`src/wdog_params.svh`:
```
// Purpose: addresses, bit positions, reset values and counts of the watchdog
// Assumes: included by bare name, definitions only
// Notes: interval figures are clock counts of the main clock
`ifndef WDOG_PARAMS_SVH
`define WDOG_PARAMS_SVH
`define WDOG_ADDR_CLOCK_CONTROL 8'h8E
`define WDOG_ADDR_KEY 8'hC7
`define WDOG_ADDR_CONTROL 8'hD8
`define WDOG_ADDR_IRQ_ENABLE 8'hE8
`define WDOG_ADDR_IRQ_PRIORITY 8'hF8
`define WDOG_KEY_FIRST 8'hAA
`define WDOG_KEY_SECOND 8'h55
`define WDOG_CLKCTL_RESET 8'h03
`define WDOG_BIT_RESTART 0
`define WDOG_BIT_RESET_EN 1
`define WDOG_BIT_CAUSE 2
`define WDOG_BIT_FLAG 3
`define WDOG_BIT_IRQ_EN 4
`define WDOG_BIT_PRIO 4
`define WDOG_INTERVAL_0 131072
`define WDOG_INTERVAL_1 1048576
`define WDOG_INTERVAL_2 8388608
`define WDOG_INTERVAL_3 67108864
`define WDOG_WINDOW_CLOCKS 512
`endif

```
`src/wdog_pkg.sv`:
```
// Purpose: shared types of the watchdog
// Assumes: nothing
// Notes: unlock sequencer states
`default_nettype none
package wdog_pkg;
    typedef enum logic [1:0] {
        WDOG_KEY_IDLE = 2'b00,
        WDOG_KEY_HALF = 2'b01,
        WDOG_KEY_OPEN = 2'b10
    } wdog_key_t;
endpackage : wdog_pkg
`default_nettype wire

```
`src/wdog_link_if.sv`:
```
// Purpose: signals between the watchdog top and its counter and unlock parts
// Assumes: single clock domain
// Notes: none
`timescale 1ns/100ps
`default_nettype none
interface wdog_link_if;
    logic restart;
    logic [1:0] interval;
    logic expire;
    logic fire;
    logic sfr_we;
    logic [7:0] sfr_addr;
    logic [7:0] sfr_wdata;
    logic unlocked;
    modport main (output restart, interval, sfr_we, sfr_addr, sfr_wdata,
                  input expire, fire, unlocked);
    modport cnt (input restart, interval, output expire, fire);
    modport key (input sfr_we, sfr_addr, sfr_wdata, output unlocked);
endinterface : wdog_link_if
`default_nettype wire

```
`src/wdog_counter.sv`:
```
// Purpose: interval counter and pre-reset window counter
// Assumes: restart is a one-cycle strobe
// Notes: expire is combinational, one cycle per interval
`timescale 1ns/100ps
`default_nettype none
`include "wdog_params.svh"
module wdog_counter #(
    parameter int P_INTERVAL_0 = `WDOG_INTERVAL_0,
    parameter int P_INTERVAL_1 = `WDOG_INTERVAL_1,
    parameter int P_INTERVAL_2 = `WDOG_INTERVAL_2,
    parameter int P_INTERVAL_3 = `WDOG_INTERVAL_3
) (
    // clock and reset
    input wire logic i_clk,
    input wire logic i_rst,
    // link to top
    wdog_link_if.cnt lnk
);
    localparam logic [8:0] WIN_LAST = 9'(`WDOG_WINDOW_CLOCKS - 1);
    logic [25:0] cnt;
    logic [25:0] term;
    logic win_act;
    logic [8:0] win_cnt;

    always_comb begin
        unique case (lnk.interval)
            2'b00: term = 26'(P_INTERVAL_0 - 1);
            2'b01: term = 26'(P_INTERVAL_1 - 1);
            2'b10: term = 26'(P_INTERVAL_2 - 1);
            2'b11: term = 26'(P_INTERVAL_3 - 1);
        endcase
    end

    // >= so that shrinking the interval mid-count still expires at once
    assign lnk.expire = !lnk.restart && (cnt >= term);
    assign lnk.fire = win_act && (win_cnt == WIN_LAST) && !lnk.restart;

    // every main clock edge counts, no prescaler
    always_ff @(posedge i_clk or posedge i_rst) begin
        if (i_rst) begin
            cnt <= 26'h0000000;
        end else if (lnk.restart || lnk.expire) begin
            cnt <= 26'h0000000;
        end else begin
            cnt <= cnt + 26'h0000001;
        end
    end

    always_ff @(posedge i_clk or posedge i_rst) begin
        if (i_rst) begin
            win_act <= 1'b0;
            win_cnt <= 9'h000;
        end else if (lnk.restart) begin
            win_act <= 1'b0;
            win_cnt <= 9'h000;
        end else if (lnk.expire) begin
            win_act <= 1'b1;
            win_cnt <= 9'h000;
        end else if (win_act) begin
            win_cnt <= win_cnt + 9'h001;
            if (win_cnt == WIN_LAST) begin
                win_act <= 1'b0;
            end
        end
    end
endmodule : wdog_counter
`default_nettype wire

```
`src/wdog_timer.sv`:
```
// Purpose: watchdog timer with special function registers and reset output
// Assumes: one write strobe per cycle from the CPU core; global enable is a level
// Notes: read data is registered, one cycle after the address is presented
//
// How it works
// - counter advances on every main clock edge, no prescaler.
// - interval field codes select 131072, 1048576, 8388608 or 67108864 clocks.
// - with reset enabled, MCU reset follows expiry by 512 clocks unless restarted.
// - writing one to restart bit zeroes the interval and window counts.
// - control bit 1 chooses whether a timeout resets the MCU.
// - reset enable alters the flag only in that a watchdog reset clears it, ending the request.
// - a watchdog reset restarts the count from zero and keeps running.
// - cause flag set by watchdog reset, cleared by software, write one harmless.
// - flag without interrupt enable only reports, no interrupt raised.
// - flag with enable raises interrupt; reset still follows 512 clocks later.
// - interrupt priority comes from bit 4 of extended priority register.
// - control write takes effect only right after key writes AA then 55.
// - unused control bits 7 to 4 carry no meaning; here they read zero.
// - interval lives in clock control bits 7:6, register resets to 03.
// - restart bit clears itself right after software sets it.
// - expiry sets flag; request needs watchdog enable and global enable.
// - software setting the flag requests an interrupt like a timeout.
`timescale 1ns/100ps
`default_nettype none
`include "wdog_params.svh"
module wdog_timer #(
    parameter int P_INTERVAL_0 = `WDOG_INTERVAL_0,
    parameter int P_INTERVAL_1 = `WDOG_INTERVAL_1,
    parameter int P_INTERVAL_2 = `WDOG_INTERVAL_2,
    parameter int P_INTERVAL_3 = `WDOG_INTERVAL_3
) (
    // clock and reset
    input wire logic i_clk,
    input wire logic i_rst,
    // special function register port
    input wire logic i_sfr_wr,
    input wire logic [7:0] i_sfr_addr,
    input wire logic [7:0] i_sfr_wdata,
    output logic [7:0] o_sfr_rdata,
    output logic o_sfr_hit,
    // interrupt controller side
    input wire logic i_global_irq_enable,
    output logic o_wdog_irq,
    output logic o_wdog_irq_priority,
    // system reset request
    output logic o_mcu_reset
);
    localparam logic [7:0] CLKCTL_RST = `WDOG_CLKCTL_RESET;

    wdog_link_if lnk ();

    logic [1:0] interval_select;
    logic [2:0] clock_mode;
    logic reset_enable;
    logic reset_cause_flag;
    logic timeout_irq_flag;
    logic wdog_irq_enable;
    logic wdog_irq_priority;
    logic count_restart;
    logic ctl_we;
    logic clkctl_we;
    logic irq_en_we;
    logic irq_prio_we;
    logic [7:0] next_rdata;
    logic next_hit;

    assign lnk.sfr_we = i_sfr_wr;
    assign lnk.sfr_addr = i_sfr_addr;
    assign lnk.sfr_wdata = i_sfr_wdata;
    assign lnk.interval = interval_select;
    // our own reset request restarts the count, the watchdog is never stopped
    assign lnk.restart = count_restart || o_mcu_reset;

    assign ctl_we = i_sfr_wr && (i_sfr_addr == `WDOG_ADDR_CONTROL) && lnk.unlocked;
    assign clkctl_we = i_sfr_wr && (i_sfr_addr == `WDOG_ADDR_CLOCK_CONTROL);
    assign irq_en_we = i_sfr_wr && (i_sfr_addr == `WDOG_ADDR_IRQ_ENABLE);
    assign irq_prio_we = i_sfr_wr && (i_sfr_addr == `WDOG_ADDR_IRQ_PRIORITY);
    assign o_wdog_irq_priority = wdog_irq_priority;

    wdog_counter #(
        .P_INTERVAL_0(P_INTERVAL_0),
        .P_INTERVAL_1(P_INTERVAL_1),
        .P_INTERVAL_2(P_INTERVAL_2),
        .P_INTERVAL_3(P_INTERVAL_3)
    ) u_counter (
        .i_clk(i_clk),
        .i_rst(i_rst),
        .lnk(lnk.cnt)
    );

    wdog_unlock u_unlock (
        .i_clk(i_clk),
        .i_rst(i_rst),
        .lnk(lnk.key)
    );

    // clock control: interval plus the memory mode bits kept for read-back
    always_ff @(posedge i_clk or posedge i_rst) begin
        if (i_rst) begin
            interval_select <= CLKCTL_RST[7:6];
            clock_mode <= CLKCTL_RST[2:0];
        end else if (clkctl_we) begin
            interval_select <= i_sfr_wdata[7:6];
            clock_mode <= i_sfr_wdata[2:0];
        end
    end

    always_ff @(posedge i_clk or posedge i_rst) begin
        if (i_rst) begin
            wdog_irq_enable <= 1'b0;
        end else if (irq_en_we) begin
            wdog_irq_enable <= i_sfr_wdata[`WDOG_BIT_IRQ_EN];
        end
    end

    always_ff @(posedge i_clk or posedge i_rst) begin
        if (i_rst) begin
            wdog_irq_priority <= 1'b0;
        end else if (irq_prio_we) begin
            wdog_irq_priority <= i_sfr_wdata[`WDOG_BIT_PRIO];
        end
    end

    always_ff @(posedge i_clk or posedge i_rst) begin
        if (i_rst) begin
            reset_enable <= 1'b0;
        end else if (ctl_we) begin
            reset_enable <= i_sfr_wdata[`WDOG_BIT_RESET_EN];
        end
    end

    // restart is a strobe: stored for one cycle only, reads back as zero
    always_ff @(posedge i_clk or posedge i_rst) begin
        if (i_rst) begin
            count_restart <= 1'b0;
        end else begin
            count_restart <= ctl_we && i_sfr_wdata[`WDOG_BIT_RESTART];
        end
    end

    // hardware set wins over a software clear in the same cycle
    always_ff @(posedge i_clk or posedge i_rst) begin
        if (i_rst) begin
            timeout_irq_flag <= 1'b0;
        end else if (lnk.expire) begin
            timeout_irq_flag <= 1'b1;
        end else if (o_mcu_reset) begin
            timeout_irq_flag <= 1'b0;
        end else if (ctl_we) begin
            timeout_irq_flag <= i_sfr_wdata[`WDOG_BIT_FLAG];
        end
    end

    // our reset or a software one sets it; a software one here triggers nothing
    always_ff @(posedge i_clk or posedge i_rst) begin
        if (i_rst) begin
            reset_cause_flag <= 1'b0;
        end else if (o_mcu_reset) begin
            reset_cause_flag <= 1'b1;
        end else if (ctl_we) begin
            reset_cause_flag <= i_sfr_wdata[`WDOG_BIT_CAUSE];
        end
    end

    // one-cycle request to the system reset logic
    always_ff @(posedge i_clk or posedge i_rst) begin
        if (i_rst) begin
            o_mcu_reset <= 1'b0;
        end else begin
            o_mcu_reset <= lnk.fire && reset_enable;
        end
    end

    always_ff @(posedge i_clk or posedge i_rst) begin
        if (i_rst) begin
            o_wdog_irq <= 1'b0;
        end else begin
            o_wdog_irq <= timeout_irq_flag && wdog_irq_enable
                && i_global_irq_enable;
        end
    end

    // upper control bits read zero; software must not rely on that
    always_comb begin
        next_rdata = 8'h00;
        next_hit = 1'b1;
        unique case (i_sfr_addr)
            `WDOG_ADDR_CLOCK_CONTROL: next_rdata = {interval_select, 3'h0, clock_mode};
            `WDOG_ADDR_CONTROL: next_rdata = {4'h0, timeout_irq_flag, reset_cause_flag,
                                              reset_enable, 1'b0};
            `WDOG_ADDR_IRQ_ENABLE: next_rdata = {3'h0, wdog_irq_enable, 4'h0};
            `WDOG_ADDR_IRQ_PRIORITY: next_rdata = {3'h0, wdog_irq_priority, 4'h0};
            default: next_hit = 1'b0;
        endcase
    end

    always_ff @(posedge i_clk or posedge i_rst) begin
        if (i_rst) begin
            o_sfr_rdata <= 8'h00;
            o_sfr_hit <= 1'b0;
        end else begin
            o_sfr_rdata <= next_rdata;
            o_sfr_hit <= next_hit;
        end
    end
endmodule : wdog_timer
`default_nettype wire

```
`src/wdog_unlock.sv`:
```
// Purpose: timed-access key sequencer for the control register
// Assumes: sfr_we is a one-cycle strobe per write
// Notes: the open state lasts for exactly the next write
`timescale 1ns/100ps
`default_nettype none
`include "wdog_params.svh"
module wdog_unlock (
    // clock and reset
    input wire logic i_clk,
    input wire logic i_rst,
    // link to top
    wdog_link_if.key lnk
);
    wdog_pkg::wdog_key_t state;
    logic key_wr;

    assign key_wr = lnk.sfr_we && (lnk.sfr_addr == `WDOG_ADDR_KEY);
    assign lnk.unlocked = (state == wdog_pkg::WDOG_KEY_OPEN);

    always_ff @(posedge i_clk or posedge i_rst) begin
        if (i_rst) begin
            state <= wdog_pkg::WDOG_KEY_IDLE;
        end else if (lnk.sfr_we) begin
            unique case (state)
                wdog_pkg::WDOG_KEY_IDLE, wdog_pkg::WDOG_KEY_OPEN: begin
                    if (key_wr && lnk.sfr_wdata == `WDOG_KEY_FIRST) begin
                        state <= wdog_pkg::WDOG_KEY_HALF;
                    end else begin
                        state <= wdog_pkg::WDOG_KEY_IDLE;
                    end
                end
                wdog_pkg::WDOG_KEY_HALF: begin
                    if (key_wr && lnk.sfr_wdata == `WDOG_KEY_SECOND) begin
                        state <= wdog_pkg::WDOG_KEY_OPEN;
                    end else if (key_wr && lnk.sfr_wdata == `WDOG_KEY_FIRST) begin
                        state <= wdog_pkg::WDOG_KEY_HALF;
                    end else begin
                        state <= wdog_pkg::WDOG_KEY_IDLE;
                    end
                end
                default: begin
                    state <= wdog_pkg::WDOG_KEY_IDLE;
                end
            endcase
        end
    end
endmodule : wdog_unlock
`default_nettype wire
```
`config.mk`:
```
export PLATFORM = sky130hd
export DESIGN_NAME = wdog_timer
export DESIGN_NICKNAME = d
export VERILOG_FILES = /design/src/wdog_pkg.sv /design/src/wdog_link_if.sv /design/src/wdog_counter.sv /design/src/wdog_timer.sv /design/src/wdog_unlock.sv
export VERILOG_INCLUDE_DIRS = /design/src
export SDC_FILE = /design/constraint.sdc
export NUM_CORES = 1
export LEC_CHECK = 0
export BUFFER_PORTS_ARGS = -buffer_cell sky130_fd_sc_hd__buf_2
export CORE_MARGIN = 4
export CORE_UTILIZATION = 47
export CTS_CLUSTER_DIAMETER = 150
export DETAILED_ROUTE_END_ITERATION = 8
export HOLD_SLACK_MARGIN = 0.12
export PLACE_DENSITY_LB_ADDON = 0.12
export RECOVER_POWER = 50
export REMOVE_ABC_BUFFERS = 1
export SLEW_MARGIN = 20
export SYNTH_ARGS = -nofsm -noshare
export SYNTH_HDL_FRONTEND = slang
export SYNTH_SLANG_ARGS = --single-unit
export TNS_END_PERCENT = 50
```
`constraint.sdc`:
```
create_clock -name i_clk -period 3.4 [get_ports i_clk]
set_input_delay 0.68 -clock i_clk [delete_from_list [all_inputs] [get_ports i_clk]]
set_output_delay 0.68 -clock i_clk [all_outputs]
set_load 0.005 [all_outputs]
```
==> impl_metrics.csv, run 1 <==
group,metric,value,unit
run_status,status,"finished, final reports clean",
die,core.rowCount,28,
sta,fmax,435,MHz
cts,htreeDepth,3,
cts,ctsHoldBuffers,0,
die,fp.dieH,87.1,um
yosys,syn_area_per_cell,10.4,um2
cts,cts_tree,"built",
yosys,synth-seq-cells,59,
cts,cts_num_sinks,59,
yosys,yosys_warnings,0,
setup_path,end_kind,"register",
cells_and_area,syn_to_final_growth,15.2,%
cells_and_area,instances_no_fill,400,
sta,min_period_over_period,67.6,%
cts,clk_latency,0.34,ns
power,power_density,442,mW/mm2
yosys,synthSimpleGateAreaFrac,24.7,%
sta,slew_viol_final,0,
sta,maxSlewHeadroom,5.16,%
yosys,ys_seq_area_share,50.3,%
setup_path,worstReg2RegEnd,"u_counter.cnt[19]",
setup_path,crit_type,"register to register",
power,p_int,1.18,mW
hold_path,hold_depth,1,
yosys,synthMuxAreaShare,4.77,%
cts,cts_made_buffers,9,
cts,cts_resized,0,
sta,rsz0062_at_grt,"no",
cells_and_area,final_common_cell,"dfrtp_1",
die,start_util,49.0,%
cells_and_area,fin_util,56.5,%
sta,tns,0,ns
place,gp_congestion,0.752,
place,dpl.hpwl,3.93,mm
yosys,synth_top_family_by_area,"simple AND/OR/NAND/NOR gates",
setup_path,cp.required,3.66,ns
detailed_routing,totalWireLength,5.64,mm
cells_and_area,fillCellCount,546,
yosys,synth-compound-area-share,5.58,%
flow_run,drv_cap,0,
setup_path,worstReg2RegStart,"interval_select[1]",
cells_and_area,insertedDiodeCount,0,
yosys,yosysTopAreaCellShare,48.6,%
detailed_routing,vias_per_cell,5.29,
detailed_routing,drc,0,
sta,clock_skew,0.0104,ns
grt,grt_pass1_wl,9.74,mm
yosys,syn_inst,282,
power,p_clk_share,48.6,%
detailed_routing,vias,2117,
grt,grt_pass1_vias,2012,
die,core-area,0.00599,mm2
setup_path,arrival,2.56,ns
cells_and_area,drive_above_1_share,20.0,%
hold_path,hp-start,"clock_mode[2]",
hold_path,hp-class,"register to register",
grt,grt_max_degree,60,
die,dieArea,0.00758,mm2
place,pre_cts_ws,1.10,ns
yosys,yosys.area.top_type,"dfrtp_1",
power,total_power,1.49,mW
cts,cts_root_buffer,"clkbuf_8",
yosys,ys_types,50,
power,combinationalPowerShare,3.9,%
cts,cts_buffer_depth,2,
die,die_w,87.1,um
power,p_sw,313,uW
yosys,synthAdderAreaFrac,3.83,%
yosys,synth-xor-area-share,8.35,%
power,p_sw_share,20.9,%
die,io_pins,32,
sta,setup_ws,1.10,ns
sta,worst_slew_pin_slew,1.42,ns
cts,clk_pin_slew_worst_paths,0.06,ns
cells_and_area,final_cell_mix,"57 x dfrtp_1, 47 x nor2_1, 29 x buf_2",
power,p_leak,1.60,nW
grt,track_usage,16.8,%
setup_path,path_max_fanout,29,
cells_and_area,nets,349,
yosys,synth_area_leaders,"dfrtp_1 49%, nor2_1 6.0%, xnor2_1 5.4%",
yosys,synth_area,0.00294,mm2
power,worst_ir_drop_vdd,0.298,mV
place,placed_cells,384,
grt,antenna_found_initial,0,
sta,final_hold_viol_count,0,
hold_path,whs_endpoint,"o_sfr_rdata[2]",
detailed_routing,antenna_left,0,
setup_path,rrSetupSlack,1.10,ns
sta,period_needed,2.30,ns
power,seqPwrFrac,47.5,%
place,io_buffers,30,
grt,grt_overflow,0,
setup_path,cp-start-kind,"register",
detailed_routing,first_iter_violations,86,
detailed_routing,post_drt_wl_per_cell,14.1,um
detailed_routing,firstDrtPassIters,4,
setup_path,r2r_cells,8,
sta,finalSetupViolCount,0,
cts,postCtsSetupRepairBufs,0,
-- worst max-delay path by stage --
stage / endpoint / slack [ns] / cells after the start / startpoint
floorplan: u_counter.cnt[10] / 1.17 / 7 / interval_select[1]
global placement: u_counter.cnt[23] / 1.14 / 8 / interval_select[1]
detailed placement: u_counter.cnt[19] / 1.10 / 8 / interval_select[0]
CTS: u_counter.cnt[2] / 1.09 / 8 / interval_select[1]
global route: u_counter.win_cnt[2] / 0.87 / 8 / interval_select[0]
finish: u_counter.cnt[19] / 1.10 / 8 / interval_select[1]
-- metal layers --
metal,track usage (%),share of wire (%),routed length (um)
met1,24.3,50,2840
met2,22.8,45,2510
met3,5.49,3.2,182
met4,7.22,1.8,100
met5,0,0,0
-- through the flow --
step,instance area [um2],hold slack (ns)
floorplan,2900,0.458
global placement,3160,0.498
detailed placement,3160,0.492
CTS,3390,0.503
global route,3380,0.524
finish,3380,0.501
-- sequential cells by signal (all words and copies together), names as in the netlist, 2 cells and up --
| register | count |
|---|---|
| clock_mode | 3 |
| interval_select | 2 |
| u_counter.cnt | 26 |
| u_unlock.state | 2 |
| o_sfr_rdata | 7 |
| u_counter.win_cnt | 9 |
-- cell usage after synthesis (all sizes together) --
| cell | count |
|---|---|
| a211o | 1 |
| a21o | 1 |
| a21oi | 6 |
| a22o | 2 |
| a2bb2oi | 3 |
| a31o | 1 |
| a31oi | 1 |
| and2 | 6 |
| and3 | 6 |
| and4 | 2 |
| and4bb | 1 |
| buf | 5 |
| clkbuf | 1 |
| conb | 1 |
| dfrtp | 57 |
| dfstp | 2 |
| ha | 9 |
| inv | 7 |
| mux2 | 8 |
| mux2i | 5 |
| nand2 | 22 |
| nand2b | 3 |
| nand3 | 14 |
| nand4 | 9 |
| nand4b | 3 |
| nand4bb | 1 |
| nor2 | 47 |
| nor2b | 2 |
| nor3 | 9 |
| nor3b | 1 |
| nor4 | 3 |
| nor4b | 2 |
| o2111ai | 1 |
| o211ai | 1 |
| o21ai | 1 |
| o22ai | 2 |
| o31ai | 1 |
| o41a | 1 |
| or2 | 2 |
| or4 | 3 |
| or4b | 1 |
| xnor2 | 18 |
| xor2 | 10 |
-- power groups by stage --
stage               logic (mW)  registers, mW  clock network, mW
floorplan               0.0328          0.723                  0
global placement        0.0601          0.723                  0
detailed placement      0.0604          0.723                  0
CTS                     0.0604          0.710              0.748
global route            0.0668          0.710              0.784
finish                  0.0581          0.710              0.726
-- kinds of logic after synthesis --
family,after synthesis
AND/OR/NAND/NOR,137
flip-flops,59
XOR/XNOR,28
AO/OA/AOI/OAI,22
multiplexers,13
buffers and inverters,13
adder cells (fa/ha/maj),9
other,1
-- critical path: stages, from the launching register on --
cell and delay, ns:
dfrtp_1 0.41, nand2_1 0.12, ha_1 0.32, and3_1 0.19
o21ai_0 0.27, o2111ai_2 0.29, a31o_1 0.26, buf_4 0.23
nor2_1 0.15
-- cell type report --
type	count	area [um2]	area share [%]
Tap cell	75	93.8	2.77
Multi-Input combinational cell	210	1390	41.1
Sequential cell	59	1480	43.7
Clock buffer	12	155	4.58
Timing Repair Buffer	33	165	4.88
Inverter	7	26.3	0.776
Clock inverter	4	72.6	2.14
Note: power is estimated with default switching activity, not from simulation.
==> run 2: changes to the inputs <==
Clock period 3.4 ns to 2.2 ns, I/O delays scaled along.
==> impl_metrics.csv, run 2 (synthesis results as in run 1) <==
group,metric,value,unit
run_status,status,"finished, final reports clean",
cts,cts_num_sinks,59,
sta,finalSetupViolCount,0,
die,core.rowCount,28,
place,io_buffers,30,
detailed_routing,post_drt_wl_per_cell,14.3,um
grt,grtUsageMet1,24.0,%
cells_and_area,largestRegisters,"u_counter.cnt (26), u_counter.win_cnt (9), o_sfr_rdata (7)",
die,die_w,87.1,um
sta,final_hold_viol_count,0,
cells_and_area,multiInputGateArea,0.00140,mm2
setup_path,crit_type,"register to register",
sta,maxSlewHeadroom,57.6,%
power,power_density,631,mW/mm2
die,start_util,49.0,%
die,core-area,0.00599,mm2
cells_and_area,final_common_cell,"dfrtp_1",
cells_and_area,stdcell_area,0.00344,mm2
grt,use_met3,5.20,%
power,p_leak,1.63,nW
cts,cts_buffer_depth,2,
sta,slew_viol_final,0,
place,dpl.hpwl,4.23,mm
cells_and_area,drive_above_1_share,22.5,%
cells_and_area,fillCellCount,553,
sta,fmax,499,MHz
sta,whs,0.319,ns
detailed_routing,vias_per_cell,5.33,
grt,antenna_found_initial,0,
setup_path,cp-start-kind,"register",
sta,clock_skew,0.00469,ns
sta,worst_slew_pin_slew,0.636,ns
grt,grt_max_degree,48,
setup_path,arrival,2.22,ns
grt,busiest_layer,"met2",
cells_and_area,regMostFlops,"u_counter.cnt",
cells_and_area,largest_reg_flops,26,
place,gp_congestion,0.744,
hold_path,hp-class,"primary input to register",
cts,cts_made_buffers,9,
setup_path,cp.required,2.42,ns
die,fp.dieH,87.1,um
cells_and_area,nets,358,
die,dieArea,0.00758,mm2
cts,cts_root_buffer,"clkbuf_8",
cells_and_area,final_cell_mix,"57 x dfrtp_1, 47 x nor2_1, 29 x buf_2",
detailed_routing,drc,0,
place,dpl-instance-area,0.00323,mm2
cts,clk_pin_slew_worst_paths,0.07,ns
cells_and_area,insertedDiodeCount,0,
setup_path,path_max_fanout,26,
cts,cts_tree,"built",
grt,track_usage,18.0,%
grt,grt_util_met2,27.5,%
grt,grt_pass1_wl,10.5,mm
sta,min_period_over_period,91.1,%
grt,grt_pass1_vias,2283,
detailed_routing,vias,2179,
cts,htreeDepth,3,
setup_path,end_kind,"register",
cells_and_area,syn_to_final_growth,17.0,%
detailed_routing,totalWireLength,5.83,mm
flow_run,drv_cap,0,
sta,rsz0062_at_grt,"no",
detailed_routing,antenna_left,0,
grt,grt_overflow,0,
cts,clk_latency,0.33,ns
detailed_routing,firstDrtPassIters,4,
detailed_routing,first_iter_violations,89,
cells_and_area,ff_latch_area,0.00148,mm2
sta,period_needed,2.00,ns
die,io_pins,32,
power,worst_ir_drop_vdd,0.376,mV
[run 2: changes by cell type in the layout (fill, tap and decap cells not counted), sizes merged]
cell         change
buf              +7
bufinv           -1
clkinv           +2
dlygate4sd3      +1
[run 2: path summary, 6_finish.rpt]
kind                                     end  cells past startpoint                from  slack (ns)
min in group asynchronous     o_sfr_rdata[3]                      3               i_rst        0.66
hold reg to reg               o_sfr_rdata[2]                      1    reset_cause_flag        0.50
hold / removal                o_sfr_rdata[7]                      2       i_sfr_addr[6]        0.32
setup reg to reg            u_counter.cnt[8]                      8  interval_select[1]        0.20
max in group asynchronous  u_counter.cnt[24]                      4               i_rst        0.50
setup / recovery            u_counter.cnt[8]                      8  interval_select[1]        0.20
[run 2: final cells by class]
| type | instances | area share, % |
|---|---|---|
| Clock inverter | 5 | 1.53 |
| Inverter | 7 | 0.765 |
| Timing Repair Buffer | 42 | 7.17 |
| Multi-Input combinational cell | 210 | 40.6 |
| Clock buffer | 11 | 4.12 |
| Sequential cell | 59 | 43.0 |
| Tap cell | 75 | 2.73 |
[run 2: power by group]
| part | switching [mW] | internal [mW] |
|---|---|---|
| clock | 0.423 | 0.548 |
| sequential | 0.00420 | 1.09 |
| combinational | 0.0575 | 0.0431 |
| total | 0.485 | 1.68 |
[run 2: timing repair]
| item | 4_1_cts | 5_1_grt |
|---|---|---|
| gates resized for setup | 1 | 2 |
| setup buffers | 0 | 2 |
| cloned | 0 | 0 |
| hold endpoints to repair | 10 | 0 |
| endpoints found under the setup margin | 1 | 26 |
| hold buffers | 1 | 0 |
[run 2: per-layer routing]
layer  wire length, um  share of wire [%]  vias up
li1                  -                  -     1086
met1              2860                 49     1065
met2              2740                 47       23
met3               178                3.1        5
met4                51               0.87        0
met5                 0                  0        -
[run 2: worst max-delay path, stage by stage (launching register included)]
cell and delay, ns:
dfrtp_1 0.39, inv_1 0.10, ha_1 0.30, nand2_1 0.09
o41a_1 0.35, o2111ai_2 0.21, a31o_2 0.20, buf_12 0.18
nor2_1 0.06
[run 2: metrics by stage]
step           total power [mW]  TNS, ns  utilization, %  std cells  worst slack, ns
3_3_place_gp               1.22        0            54.0        390            0.134
2_1_floorplan              1.17   -0.936               -        276          -0.0333
4_1_cts                    2.20        0            57.4        407           0.0953
6_report                   2.17        0            57.4        409            0.197
3_5_place_dp               1.22        0            54.0        390         0.000825
5_1_grt                    2.27        0            57.4        409          0.00951
